**config.mk**
```make
export PLATFORM = sky130hd
export DESIGN_NAME = tcc_unit
export DESIGN_NICKNAME = d
export VERILOG_FILES = /design/src/rtl/tcc_pkg.sv /design/src/rtl/tcc_filter.sv /design/src/rtl/tcc_unit.sv
export SDC_FILE = /design/constraint.sdc
export NUM_CORES = 1
export LEC_CHECK = 0
export ABC_AREA = 1
export BUFFER_PORTS_ARGS = -buffer_cell sky130_fd_sc_hd__clkbuf_2
export CORE_UTILIZATION = 45
export CTS_CLUSTER_SIZE = 8
export DETAILED_ROUTE_END_ITERATION = 16
export GPL_ROUTABILITY_DRIVEN = 0
export PLACE_DENSITY = 0.75
export SLEW_MARGIN = 20
export SYNTH_ARGS = -nofsm -noshare
export SYNTH_HDL_FRONTEND = slang
export SYNTH_SLANG_ARGS = --single-unit
```
**constraint.sdc**
```tcl
create_clock -name clk -period 4.6 [get_ports clk]
set_clock_uncertainty 0.15 [all_clocks]
set_input_delay 0.23 -clock clk [delete_from_list [all_inputs] [get_ports clk]]
set_output_delay 0.23 -clock clk [all_outputs]
set_load 0.05 [all_outputs]
```
**src/rtl/tcc_pkg.sv**
```systemverilog
package tcc_pkg;

  // ----------------------------------------------------------------
  // Bus and sizes
  // ----------------------------------------------------------------
  localparam int ADDR_W = 5;
  localparam int DATA_W = 32;
  localparam int CH_N = 2;
  localparam int NC_DEPTH = 4;

  // ----------------------------------------------------------------
  // Register offsets (byte addresses)
  // ----------------------------------------------------------------
  localparam logic [4:0] OFF_CTRL = 5'h00;
  localparam logic [4:0] OFF_STAT = 5'h04;
  localparam logic [4:0] OFF_IEN = 5'h08;
  localparam logic [4:0] OFF_FORCE = 5'h0c;
  localparam logic [4:0] OFF_CAPT = 5'h10;
  localparam logic [4:0] OFF_CMPA = 5'h14;
  localparam logic [4:0] OFF_CMPB = 5'h18;
  localparam logic [4:0] OFF_CNT = 5'h1c;

  // ----------------------------------------------------------------
  // Field positions
  // ----------------------------------------------------------------
  localparam int CTL_ACSEL = 0;
  localparam int CTL_NCEN = 1;
  localparam int CTL_EDGE = 2;
  localparam int CTL_WGM_LO = 3;
  localparam int CTL_COM_LO = 8;
  localparam int ST_CAP = 0;
  localparam int ST_CMP_LO = 1;

  // ----------------------------------------------------------------
  // Reset values
  // ----------------------------------------------------------------
  localparam logic [11:0] CTRL_RST = 12'h000;
  localparam logic [2:0] IEN_RST = 3'h0;
  localparam logic [15:0] OCR_RST = 16'h0000;
  localparam logic [15:0] ICR_RST = 16'h0000;
  localparam logic OC_RST = 1'b0;

  // ----------------------------------------------------------------
  // Modes and fixed values
  // ----------------------------------------------------------------
  localparam logic [3:0] WGM_NORMAL = 4'h0;
  localparam logic [3:0] WGM_CTC_A = 4'h4;
  localparam logic [3:0] WGM_CTC_I = 4'hc;
  localparam logic [3:0] WGM_RSVD = 4'hd;
  localparam logic [15:0] CNT_MAX = 16'hffff;
  localparam logic [15:0] TOP_8B = 16'h00ff;
  localparam logic [15:0] TOP_9B = 16'h01ff;
  localparam logic [15:0] TOP_10B = 16'h03ff;

  typedef enum logic [1:0] {
    TCC_COM_OFF,
    TCC_COM_TOGGLE,
    TCC_COM_CLEAR,
    TCC_COM_SET
  } tcc_com_t;

  typedef struct packed {
    logic [15:0] value;
    logic top;
    logic bottom;
    logic tick;
    logic up;
  } tcc_cnt_t;

  typedef struct packed {
    logic o;
    logic oe;
  } tcc_pin_t;

  function automatic logic tcc_is_pwm(input logic [3:0] m);
    return !(m == WGM_NORMAL || m == WGM_CTC_A || m == WGM_CTC_I ||
             m == WGM_RSVD);
  endfunction

  function automatic logic tcc_icr_top(input logic [3:0] m);
    return m == 4'h8 || m == 4'ha || m == 4'hc || m == 4'he;
  endfunction

  function automatic logic tcc_ocra_top(input logic [3:0] m);
    return m == 4'h4 || m == 4'h9 || m == 4'hb || m == 4'hf;
  endfunction

  function automatic logic tcc_fast(input logic [3:0] m);
    return m == 4'h5 || m == 4'h6 || m == 4'h7 || m == 4'he ||
           m == 4'hf;
  endfunction

  function automatic logic tcc_upd_bottom(input logic [3:0] m);
    return m == 4'h8 || m == 4'h9;
  endfunction

endpackage

```
**src/rtl/tcc_filter.sv**
```systemverilog
`timescale 1ns/100ps
module tcc_filter
  import tcc_pkg::*;
#(
  parameter int DEPTH = NC_DEPTH
) (
  input wire logic clk,
  input wire logic rst,
  input wire logic din,
  input wire logic hold,
  input wire logic en,
  output logic dout
);

  logic [DEPTH-1:0] sh_r;
  logic dout_r;
  logic all_one;
  logic all_zero;
  logic dout_nxt;

  // ----------------------------------------------------------------
  // Sample pipeline
  // ----------------------------------------------------------------
  assign all_one = &sh_r;
  assign all_zero = ~|sh_r;
  assign dout_nxt = !en ? din :
                    all_one ? 1'b1 :
                    all_zero ? 1'b0 : dout_r;

  always_ff @(posedge clk or posedge rst) begin
    if (rst) begin
      sh_r <= '0;
      dout_r <= 1'b0;
    end else if (!hold) begin
      sh_r <= {sh_r[DEPTH-2:0], din};
      dout_r <= dout_nxt;
    end
  end

  assign dout = dout_r;

endmodule

```
**src/rtl/tcc_unit.sv**
```systemverilog
// The Avalon-MM slave port and the register offsets were left to the implementer.
`timescale 1ns/100ps
module tcc_unit
  import tcc_pkg::*;
(
  input wire logic clk,
  input wire logic rst,
  input wire logic [ADDR_W-1:0] avs_address,
  input wire logic avs_read,
  input wire logic avs_write,
  input wire logic [3:0] avs_byteenable,
  input wire logic [DATA_W-1:0] avs_writedata,
  output logic [DATA_W-1:0] avs_readdata,
  output logic avs_waitrequest,
  input wire tcc_cnt_t cnt,
  output logic cnt_wr,
  output logic [15:0] cnt_wdata,
  output logic [15:0] top_value,
  output logic top_match,
  input wire logic capture_pin,
  input wire logic comparator_output,
  input wire logic [CH_N-1:0] port_data,
  input wire logic [CH_N-1:0] compare_pin_direction,
  output tcc_pin_t [CH_N-1:0] compare_pin,
  output logic [2:0] irq_req,
  input wire logic [2:0] irq_ack
);

  // ----------------------------------------------------------------
  // Registers
  // ----------------------------------------------------------------
  logic [11:0] ctrl_r;
  logic [2:0] ien_r;
  logic [2:0] flag_r;
  logic [15:0] icr_r;
  logic [7:0] temp_r;
  logic [15:0] ocr_r [CH_N];
  logic [15:0] buf_r [CH_N];
  logic [CH_N-1:0] oc_r;
  logic blk_r;
  logic ack_r;
  logic [DATA_W-1:0] rdata_r;
  logic cnt_wr_r;
  logic [15:0] cnt_wdata_r;
  logic cap_lvl_r;

  // ----------------------------------------------------------------
  // Bus decode
  // ----------------------------------------------------------------
  wire req = avs_read | avs_write;
  wire wr_go = avs_write & ack_r;
  wire hit_ctrl = avs_address == OFF_CTRL;
  wire hit_stat = avs_address == OFF_STAT;
  wire hit_ien = avs_address == OFF_IEN;
  wire hit_force = avs_address == OFF_FORCE;
  wire hit_capt = avs_address == OFF_CAPT;
  wire hit_cnt = avs_address == OFF_CNT;
  wire [CH_N-1:0] hit_cmp = {avs_address == OFF_CMPB,
                             avs_address == OFF_CMPA};
  wire [3:0] wgm = ctrl_r[CTL_WGM_LO +: 4];
  wire pwm = tcc_is_pwm(wgm);
  wire icr_top = tcc_icr_top(wgm);
  wire ocra_top = tcc_ocra_top(wgm);
  wire fast = tcc_fast(wgm);
  wire upd_ev = cnt.tick &
                (tcc_upd_bottom(wgm) ? cnt.bottom : cnt.top);

  assign avs_waitrequest = req & ~ack_r;

  always_ff @(posedge clk or posedge rst) begin
    if (rst) begin
      ack_r <= 1'b0;
    end else begin
      ack_r <= req & ~ack_r;
    end
  end

  // ----------------------------------------------------------------
  // Read mux
  // ----------------------------------------------------------------
  // reads buffer or register
  wire [15:0] cmp_view0 = pwm ? buf_r[0] : ocr_r[0];
  wire [15:0] cmp_view1 = pwm ? buf_r[1] : ocr_r[1];
  wire [DATA_W-1:0] rd_mux =
    hit_ctrl ? {20'h00000, ctrl_r} :
    hit_stat ? {29'h00000000, flag_r} :
    hit_ien ? {29'h00000000, ien_r} :
    hit_capt ? {16'h0000, icr_r} :
    hit_cmp[0] ? {16'h0000, cmp_view0} :
    hit_cmp[1] ? {16'h0000, cmp_view1} :
    hit_cnt ? {16'h0000, cnt.value} : 32'h00000000;

  always_ff @(posedge clk or posedge rst) begin
    if (rst) begin
      rdata_r <= 32'h00000000;
    end else if (avs_read & ~ack_r) begin
      rdata_r <= rd_mux;
    end
  end

  assign avs_readdata = rdata_r;

  // ----------------------------------------------------------------
  // Control registers
  // ----------------------------------------------------------------
  // mode change immediate
  always_ff @(posedge clk or posedge rst) begin
    if (rst) begin
      ctrl_r <= CTRL_RST;
      ien_r <= IEN_RST;
    end else if (wr_go) begin
      if (hit_ctrl && avs_byteenable[0]) begin
        ctrl_r[7:0] <= avs_writedata[7:0];
      end
      if (hit_ctrl && avs_byteenable[1]) begin
        ctrl_r[11:8] <= avs_writedata[11:8];
      end
      if (hit_ien && avs_byteenable[0]) begin
        ien_r <= avs_writedata[2:0];
      end
    end
  end

  // ----------------------------------------------------------------
  // Shared high-byte latch and counter write
  // ----------------------------------------------------------------
  wire cmp_hi_wr = wr_go & (|hit_cmp) & avs_byteenable[1];
  wire cmp_lo_wr = wr_go & (|hit_cmp) & avs_byteenable[0];
  wire [15:0] cmp_word = {cmp_hi_wr ? avs_writedata[15:8] : temp_r,
                          avs_writedata[7:0]};
  wire cnt_go = wr_go & hit_cnt & (&avs_byteenable[1:0]);

  always_ff @(posedge clk or posedge rst) begin
    if (rst) begin
      temp_r <= 8'h00;
    end else if (cmp_hi_wr) begin
      temp_r <= avs_writedata[15:8];
    end
  end

  always_ff @(posedge clk or posedge rst) begin
    if (rst) begin
      cnt_wr_r <= 1'b0;
      cnt_wdata_r <= 16'h0000;
    end else begin
      cnt_wr_r <= cnt_go;
      cnt_wdata_r <= cnt_go ? avs_writedata[15:0] : cnt_wdata_r;
    end
  end

  assign cnt_wr = cnt_wr_r;
  assign cnt_wdata = cnt_wdata_r;

  always_ff @(posedge clk or posedge rst) begin
    if (rst) begin
      blk_r <= 1'b0;
    end else if (cnt_go) begin
      blk_r <= 1'b1;
    end else if (cnt.tick) begin
      blk_r <= 1'b0;
    end
  end

  // ----------------------------------------------------------------
  // Input capture
  // ----------------------------------------------------------------
  // trigger source select
  wire cap_src = ctrl_r[CTL_ACSEL] ? comparator_output : capture_pin;
  wire cap_filt;

  tcc_filter #(
    .DEPTH(NC_DEPTH)
  ) u_filter (
    .clk(clk),
    .rst(rst),
    .din(cap_src),
    .hold(icr_top),
    .en(ctrl_r[CTL_NCEN]),
    .dout(cap_filt)
  );

  wire cap_ev = !icr_top && (cap_filt != cap_lvl_r) &&
                (cap_filt == ctrl_r[CTL_EDGE]);
  wire capt_wr = wr_go & hit_capt & icr_top & avs_byteenable[0];

  always_ff @(posedge clk or posedge rst) begin
    if (rst) begin
      cap_lvl_r <= 1'b0;
      icr_r <= ICR_RST;
    end else begin
      cap_lvl_r <= cap_filt;
      if (cap_ev) begin
        icr_r <= cnt.value;
      end else if (capt_wr) begin
        icr_r <= {avs_byteenable[1] ? avs_writedata[15:8] : temp_r,
                  avs_writedata[7:0]};
      end
    end
  end

  // ----------------------------------------------------------------
  // TOP supply
  // ----------------------------------------------------------------
  // channel A as TOP
  assign top_value = ocra_top ? ocr_r[0] :
                     icr_top ? icr_r :
                     (wgm[1:0] == 2'h1) ? TOP_8B :
                     (wgm[1:0] == 2'h2) ? TOP_9B :
                     (wgm[1:0] == 2'h3) ? TOP_10B : CNT_MAX;
  // blocked TOP match lets counter run on
  assign top_match = (cnt.value == top_value) & ~blk_r;

  // ----------------------------------------------------------------
  // Compare channels
  // ----------------------------------------------------------------
  wire [CH_N-1:0] match;
  wire [CH_N-1:0] flag_set;
  wire [CH_N-1:0] force_go;

  genvar g;
  generate
    for (g = 0; g < CH_N; g++) begin : g_ch
      wire [1:0] com = ctrl_r[CTL_COM_LO + 2*g +: 2];
      logic oc_nxt;
      assign match[g] = cnt.value == ocr_r[g];
      assign flag_set[g] = cnt.tick & match[g] & ~blk_r;
      assign force_go[g] = wr_go & hit_force & avs_byteenable[0] &
                           avs_writedata[g] & ~pwm;

      always_comb begin
        oc_nxt = oc_r[g];
        if (!pwm) begin
          case (tcc_com_t'(com))
            TCC_COM_TOGGLE: oc_nxt = ~oc_r[g];
            TCC_COM_CLEAR: oc_nxt = 1'b0;
            TCC_COM_SET: oc_nxt = 1'b1;
            default: oc_nxt = oc_r[g];
          endcase
        end else if (com[1]) begin
          if (flag_set[g]) begin
            oc_nxt = fast ? com[0] : (cnt.up ? com[0] : ~com[0]);
          end else if (fast) begin
            oc_nxt = ~com[0];
          end
        end
      end

      wire oc_ev = force_go[g] | flag_set[g] |
                   (pwm & fast & cnt.tick & cnt.bottom);

      always_ff @(posedge clk or posedge rst) begin
        if (rst) begin
          oc_r[g] <= OC_RST;
        end else if (oc_ev) begin
          oc_r[g] <= oc_nxt;
        end
      end

      always_ff @(posedge clk or posedge rst) begin
        if (rst) begin
          buf_r[g] <= OCR_RST;
          ocr_r[g] <= OCR_RST;
        end else begin
          if (cmp_lo_wr && hit_cmp[g]) begin
            buf_r[g] <= cmp_word;
          end
          if (cmp_lo_wr && hit_cmp[g] && !pwm) begin
            ocr_r[g] <= cmp_word;
          end else if (pwm && upd_ev) begin
            ocr_r[g] <= buf_r[g];
          end
        end
      end

      assign compare_pin[g].o = (com != 2'b00) ? oc_r[g] : port_data[g];
      assign compare_pin[g].oe = compare_pin_direction[g];
    end
  endgenerate

  // ----------------------------------------------------------------
  // Flags
  // ----------------------------------------------------------------
  wire [2:0] flag_hw = {flag_set, cap_ev};
  wire [2:0] flag_w1c = (wr_go & hit_stat & avs_byteenable[0]) ?
                        avs_writedata[2:0] : 3'h0;

  always_ff @(posedge clk or posedge rst) begin
    if (rst) begin
      flag_r <= 3'h0;
    end else begin
      flag_r <= flag_hw | (flag_r & ~flag_w1c & ~irq_ack);
    end
  end

  assign irq_req = flag_r & ien_r;
endmodule

```
---- Yosys cells after proc, flatten, opt, wreduce, memory -nomap -nowiden ----
Index checks and enable logic that the tools add are counted.
Widths: inputs -> output; s select.
operators by class
  add/sub/neg operators ................... 0
  multipliers ............................. 0
  div/mod/pow operators ................... 0
  magnitude comparators ................... 0
  equality and inequality tests ........... 36
  shift-type cells ........................ 0
  muxes and demuxes ....................... 46
  bitwise logic cells ..................... 46
  reductions and logical operators ........ 48
operators by type and width
  operator            count
  $mux 16             20
  $eq 16x16->1        3
  $eq 4x4->1 const B  8
  $and 1x1->1         28
  $mux 1              21
  $eq 5x5->1 const B  4
  $eq 4x3->1 const B  4
  $mux 8              2
  $reduce_bool 2->1   8
  $logic_or 1x1->1    14
  $eq 2x2->1 const B  6
  $reduce_and 4->1    3
  $eq 5x4->1 const B  2
  $logic_and 1x1->1   10
  $reduce_and 2->1    5
  $and 3x3->3         3
  $ne 4x1->1 const B  2
  $not 1->1           7
  $eq 2x1->1 const B  3
  $not 3->3           2
  $pmux 1 s3          2
  $reduce_bool 3->1   2
  $eq 5x3->1 const B  1
  $logic_not 5->1     1
  other kinds (10)    15
storage, ports and cells
  register bits ........................... 165
  latch bits .............................. 0
  memory bits (writable) .................. 0
  bits in read-only memories .............. 0
  input port bits ......................... 74
  output and inout port bits .............. 74
  logic and storage cells ................. 196
  memories ................................ 0

---- Logic depth before layout (Yosys ltp) ----
  word-level depth ........................ 11
  gate-level depth with buffers ........... 16
  gate-level depth less buffers ........... 16

---- Modules after synthesis ----
Synthesis repeated with hierarchy kept, for this count alone.
unflattened totals
  cells, all modules ...................... 1309
  area total of the unflattened synthesis .. 9213.8 sq um
modules (own cells, without submodules)
  module      instances  cells each  area an instance (sq um)  sequential area each (sq um)
  tcc_unit    1          1283        8988.6                    3603.5
  tcc_filter  1          26          225.2                     125.1

---- Worst setup path before layout ----
No wires, ideal clock.
  kind .................................... reg2out
  start ................................... register ctrl_r[3]
  end ..................................... output top_match
  arrival ................................. 2.596 ns
  required time ........................... 4.220 ns
  setup slack ............................. 1.624 ns
  stages on the path, launching flop included .. 17
  path buffers ............................ 0
  path through ............................ dfrtp_1 inv_1 ha_1 inv_2 nand2_2 nand2_2 nand2_1 nand2_1 nand2_1 nand2_1 inv_1 nor2_1 nor2_1 nand2_1 nor2_1 nand2_1 nor2_1
on the way
  longest elaborated chain between the ends .. 8
  elaborated cells on any way between the ends .. 24
  classes of those cells .................. 12 x eq/ne; 5 x mux; 1 x bitwise; 6 x reduce/logical
RTL lines
  element                                      line                            text
  start, declared                              tcc_unit.sv:32                  logic [11:0] ctrl_r;
  start signal, assigned                       tcc_unit.sv:113                 ctrl_r[7:0] <= avs_writedata[7:0];
  $eq 2x2->1 or $eq 4x4->1 (tied branches)     tcc_unit.sv:209, tcc_pkg.sv:81
  $mux 16 or $logic_or 1x1->1 (tied branches)  tcc_unit.sv:209, tcc_pkg.sv:81
  $mux 16 or $logic_or 1x1->1 (tied branches)  tcc_unit.sv:208, tcc_pkg.sv:81
  $mux 16 or $logic_or 1x1->1 (tied branches)  tcc_unit.sv:207, tcc_pkg.sv:81
  $mux 16                                      tcc_unit.sv:206                 icr_top ? icr_r :
  $mux 16 *                                    tcc_unit.sv:205                 assign top_value = ocra_top ? ocr_r[0] :
  via top_value[13]                            tcc_unit.sv:18                  output logic [15:0] top_value,
  $eq 16x16->1 *                               tcc_unit.sv:211                 assign top_match = (cnt.value == top_value) & ~blk_r;
  $and 1x1->1 *                                tcc_unit.sv:211
  end, declared                                tcc_unit.sv:19                  output logic top_match,
The timed path passes the listed nets; every way through them passes the cells marked *.

---- Worst setup path after layout ----
  start ................................... register ctrl_r[4]
  end ..................................... output top_match
on the way
  longest elaborated chain between the ends .. 8
  elaborated cells on any way between the ends .. 24
  classes of those cells .................. 12 x eq/ne; 5 x mux; 1 x bitwise; 6 x reduce/logical
RTL lines
  element                                      line
  $eq 2x2->1 or $eq 4x4->1 (tied branches)     tcc_unit.sv:209, tcc_pkg.sv:81
  $mux 16 or $logic_or 1x1->1 (tied branches)  tcc_unit.sv:209, tcc_pkg.sv:81
  $mux 16 or $logic_or 1x1->1 (tied branches)  tcc_unit.sv:208, tcc_pkg.sv:81
  $mux 16 or $logic_or 1x1->1 (tied branches)  tcc_unit.sv:207, tcc_pkg.sv:81
  $mux 16                                      tcc_unit.sv:206
  $mux 16 *                                    tcc_unit.sv:205
  $eq 16x16->1 *                               tcc_unit.sv:211
  $and 1x1->1 *                                tcc_unit.sv:211
Mark *: on every way between the ends. The rest lies on a longest branch, timed or not.

==> results.sh <==
export IMPL_avgSynthCellArea_um2=6.92
export IMPL_yosysTopAreaCell="dfrtp_1"
export IMPL_fin_crit_ns=3.73
export IMPL_tns_ns=0
export IMPL_grt_first_pass_wirelength_um=47600
export IMPL_antenna_found_initial=1
export IMPL_synth_distinct_cells=46
export IMPL_fp_dieW_um=145
export IMPL_area_delta_synth_final_pct=15.8
export IMPL_grt_pass1_vias=8610
export IMPL_drive_gt1_frac=0.134
export IMPL_status="finished clean"
export IMPL_htreeDepth=4
export IMPL_cts_setup_buffers=0
export IMPL_rsz0062_at_grt="false"
export IMPL_cp_required_ns=4.22
export IMPL_maxSlewHeadroom=0.278
export IMPL_reg2reg_depth=11
export IMPL_reg2reg_to="icr_r[15]"
export IMPL_worstHoldPathType="in -> reg"
export IMPL_setup_viol=0
export IMPL_clk_insertion_delay_late_ns=0.43
export IMPL_crit_chain="inv_1, ha_1, nand3_2, nand2_1, nor2_2, nand3_1, nand3_1, nand2_1, nor2_1, nand2_1, nor2_1, nand2_1, nor2_1, clkbuf_2"
export IMPL_antenna_cells=0
export IMPL_hold_viol=0
export IMPL_worst_path_max_delay_cell="nor2_2"
export IMPL_crit_path_end_kind="output port"
export IMPL_cts_hold_buffers_added=23
export IMPL_holdPathEnd="u_filter.sh_r[0]"
export IMPL_overflow=0
export IMPL_fp_dieH_um=145
export IMPL_slowest_delay_ns=0.62
export IMPL_regToRegSetupSlack_ns=1.53
export IMPL_clk_path_buf_depth=2
export IMPL_die_area_mm2=0.0210
export IMPL_finalCritPeriodShare=0.811
export IMPL_root_buffer="clkbuf_16"
export IMPL_vias=9504
export IMPL_track_usage=0.293
export IMPL_ys_ff_latch=149
export IMPL_rows=51
export IMPL_crit_top_cell="nand2_1"
export IMPL_drt_vias_per_instance=5.54
export IMPL_wirelength_um=30400
export IMPL_synthArstFlopShare=1.00
export IMPL_worst_slack_ns=0.868
export IMPL_synth_top_area_share=0.405
export IMPL_cts_resized=0
export IMPL_cts_inserted_buffers=17
export IMPL_start_util=0.466
export IMPL_design_core_area_mm2=0.0197
export IMPL_cts_num_sinks=149
export IMPL_syn_area_mm2=0.00920
export IMPL_worst_pin_slew_ns=1.08
export IMPL_path_class="reg -> out"
export IMPL_rr_startpoint="ctrl_r[4]"
export IMPL_io_buffers=109
export IMPL_pin_count=148
export IMPL_dr_first_iter_drc_count=1223
export IMPL_synth_most_common_cell="nand2_1"
export IMPL_layout_nets=1521
export IMPL_dr_pass1_iters=6
export IMPL_synth_cells=1329
export IMPL_synth_area_leaders="dfrtp_1 41%, nand2_1 18%, o21ai_0 8.1%"
export IMPL_wl_per_cell_um=17.7
export IMPL_finish_utilization=0.540
export IMPL_synth_commonest_cells="437 x nand2_1, 164 x inv_1, 149 x dfrtp_1"
export IMPL_yosysSeqAreaShare=0.405
export IMPL_max_freq_mhz=268
export IMPL_yosysWarnings=0
export IMPL_arrival_ns=3.35
export IMPL_drv_slew=0
export IMPL_fill_cells=1855
export IMPL_path_max_fanout=21
export IMPL_synth_edff_count=0
export IMPL_hold_depth=5
export IMPL_clk_pin_slew_ns=0.06
export IMPL_drc=0
export IMPL_max_cap_violations=0
export IMPL_powerDensity_mw_per_mm2=464
export IMPL_dpl_worst_slack_ns=1.43
export IMPL_synth_flop_cell="dfrtp_1"
export IMPL_grt_max_degree=79
export IMPL_cts_tree="yes"
export IMPL_power_leakage_nw=5.52
export IMPL_power_mw=4.94
export IMPL_start_kind="register"
export IMPL_ir_drop_mv=0.215
export IMPL_hpwl_um=22400
export IMPL_ant_nets=0
export IMPL_hp_start="capture_pin"
## metrics by stage
step / std cells / instance area (um^2) / hold WS (ns)
2_1_floorplan: 1344 / 9250 / 0.176
3_3_place_gp: 1661 / 9820 / 0.244
3_5_place_dp: 1661 / 9820 / 0.253
4_1_cts: 1715 / 10600 / 0.00979
5_1_grt: 1715 / 10600 / 0.0300
6_report: 1715 / 10600 / 0.0258
## final cells by class
| cell class | instances | area, um^2 | area share |
|---|---|---|---|
| Multi-Input combinational cell | 953 | 4490 | 0.421 |
| Sequential cell | 149 | 3730 | 0.350 |
| Clock buffer | 20 | 447 | 0.0420 |
| Timing Repair Buffer | 139 | 828 | 0.0778 |
| Tap cell | 265 | 332 | 0.0311 |
| Inverter | 178 | 674 | 0.0633 |
| Clock inverter | 11 | 151 | 0.0142 |
## worst max-delay path: cells and delay by family, from the launching register on
| kind | cells | cell delay, ns |
|---|---|---|
| and+or+nand+nor | 11 | 1.77 |
| buffers and inverters | 2 | 0.44 |
| adders and majority gates | 1 | 0.26 |
| DFF | 1 | 0.45 |
## kinds of logic after synthesis
group	Yosys count	share of synthesized area
DFF	149	0.405
muxes	2	0.00245
adders and majority gates	9	0.0122
AOI/OAI and AO/OA	292	0.182
and+or+nand+nor	631	0.281
xor gates and xnor gates	3	0.00286
other	1	0.000408
buffers and inverters	242	0.113
## state kept, by name (all words and copies together), names as in the netlist
signal         cells
icr_r             16
cnt_wdata         16
cnt_wr             1
ien_r              3
u_filter.sh_r      4
oc_r               2
avs_readdata      16
buf_r             32
flag_r             3
u_filter.dout      1
blk_r              1
cap_lvl_r          1
ctrl_r            12
ocr_r             32
temp_r             8
ack_r              1
## routing by layer
metal | vias to the layer above | global-route usage | part of all wire
met5 | - | 0 | 0
met4 | 0 | 0.148 | 0.046
met1 | 4414 | 0.402 | 0.41
li1 | 4433 | - | -
met3 | 95 | 0.0560 | 0.10
met2 | 562 | 0.441 | 0.44
## placed cells by master (no fill, tap or decap), types with 4 or more instances in the layout
cell type / count
ha_1: 9
a22oi_1: 6
buf_4: 7
a31oi_1: 4
conb_1: 16
nand3_1: 45
o221ai_1: 8
dfrtp_1: 149
nor2_4: 4
nand2_2: 11
nand2_1: 436
o21ai_1: 34
inv_1: 163
dlygate4sd3_1: 23
inv_2: 12
nor2_1: 108
clkbuf_2: 109
o211ai_1: 23
o22ai_1: 6
clkbuf_16: 17
o21ai_0: 148
nand4_1: 12
a21oi_1: 47
o21ai_2: 4
## worst max path at each step
stage                     startpoint   endpoint  slack [ns]  depth (start not counted)
after detailed placement   ctrl_r[3]  top_match        1.43                         14
after global routing       ctrl_r[3]  top_match        0.68                         14
after floorplan                  rst      ack_r        0.21                          1
final                      ctrl_r[4]  top_match        0.87                         14
after CTS                  ctrl_r[4]  top_match        0.96                         14
after global placement     ctrl_r[3]  top_match        1.49                         14
## power by group
group | total [mW] | internal, mW | switching, mW
Clock | 1.44 | 0.868 | 0.569
Combinational | 1.65 | 0.469 | 1.18
Sequential | 1.85 | 1.61 | 0.243
Note: power is estimated with default switching activity, not from simulation.
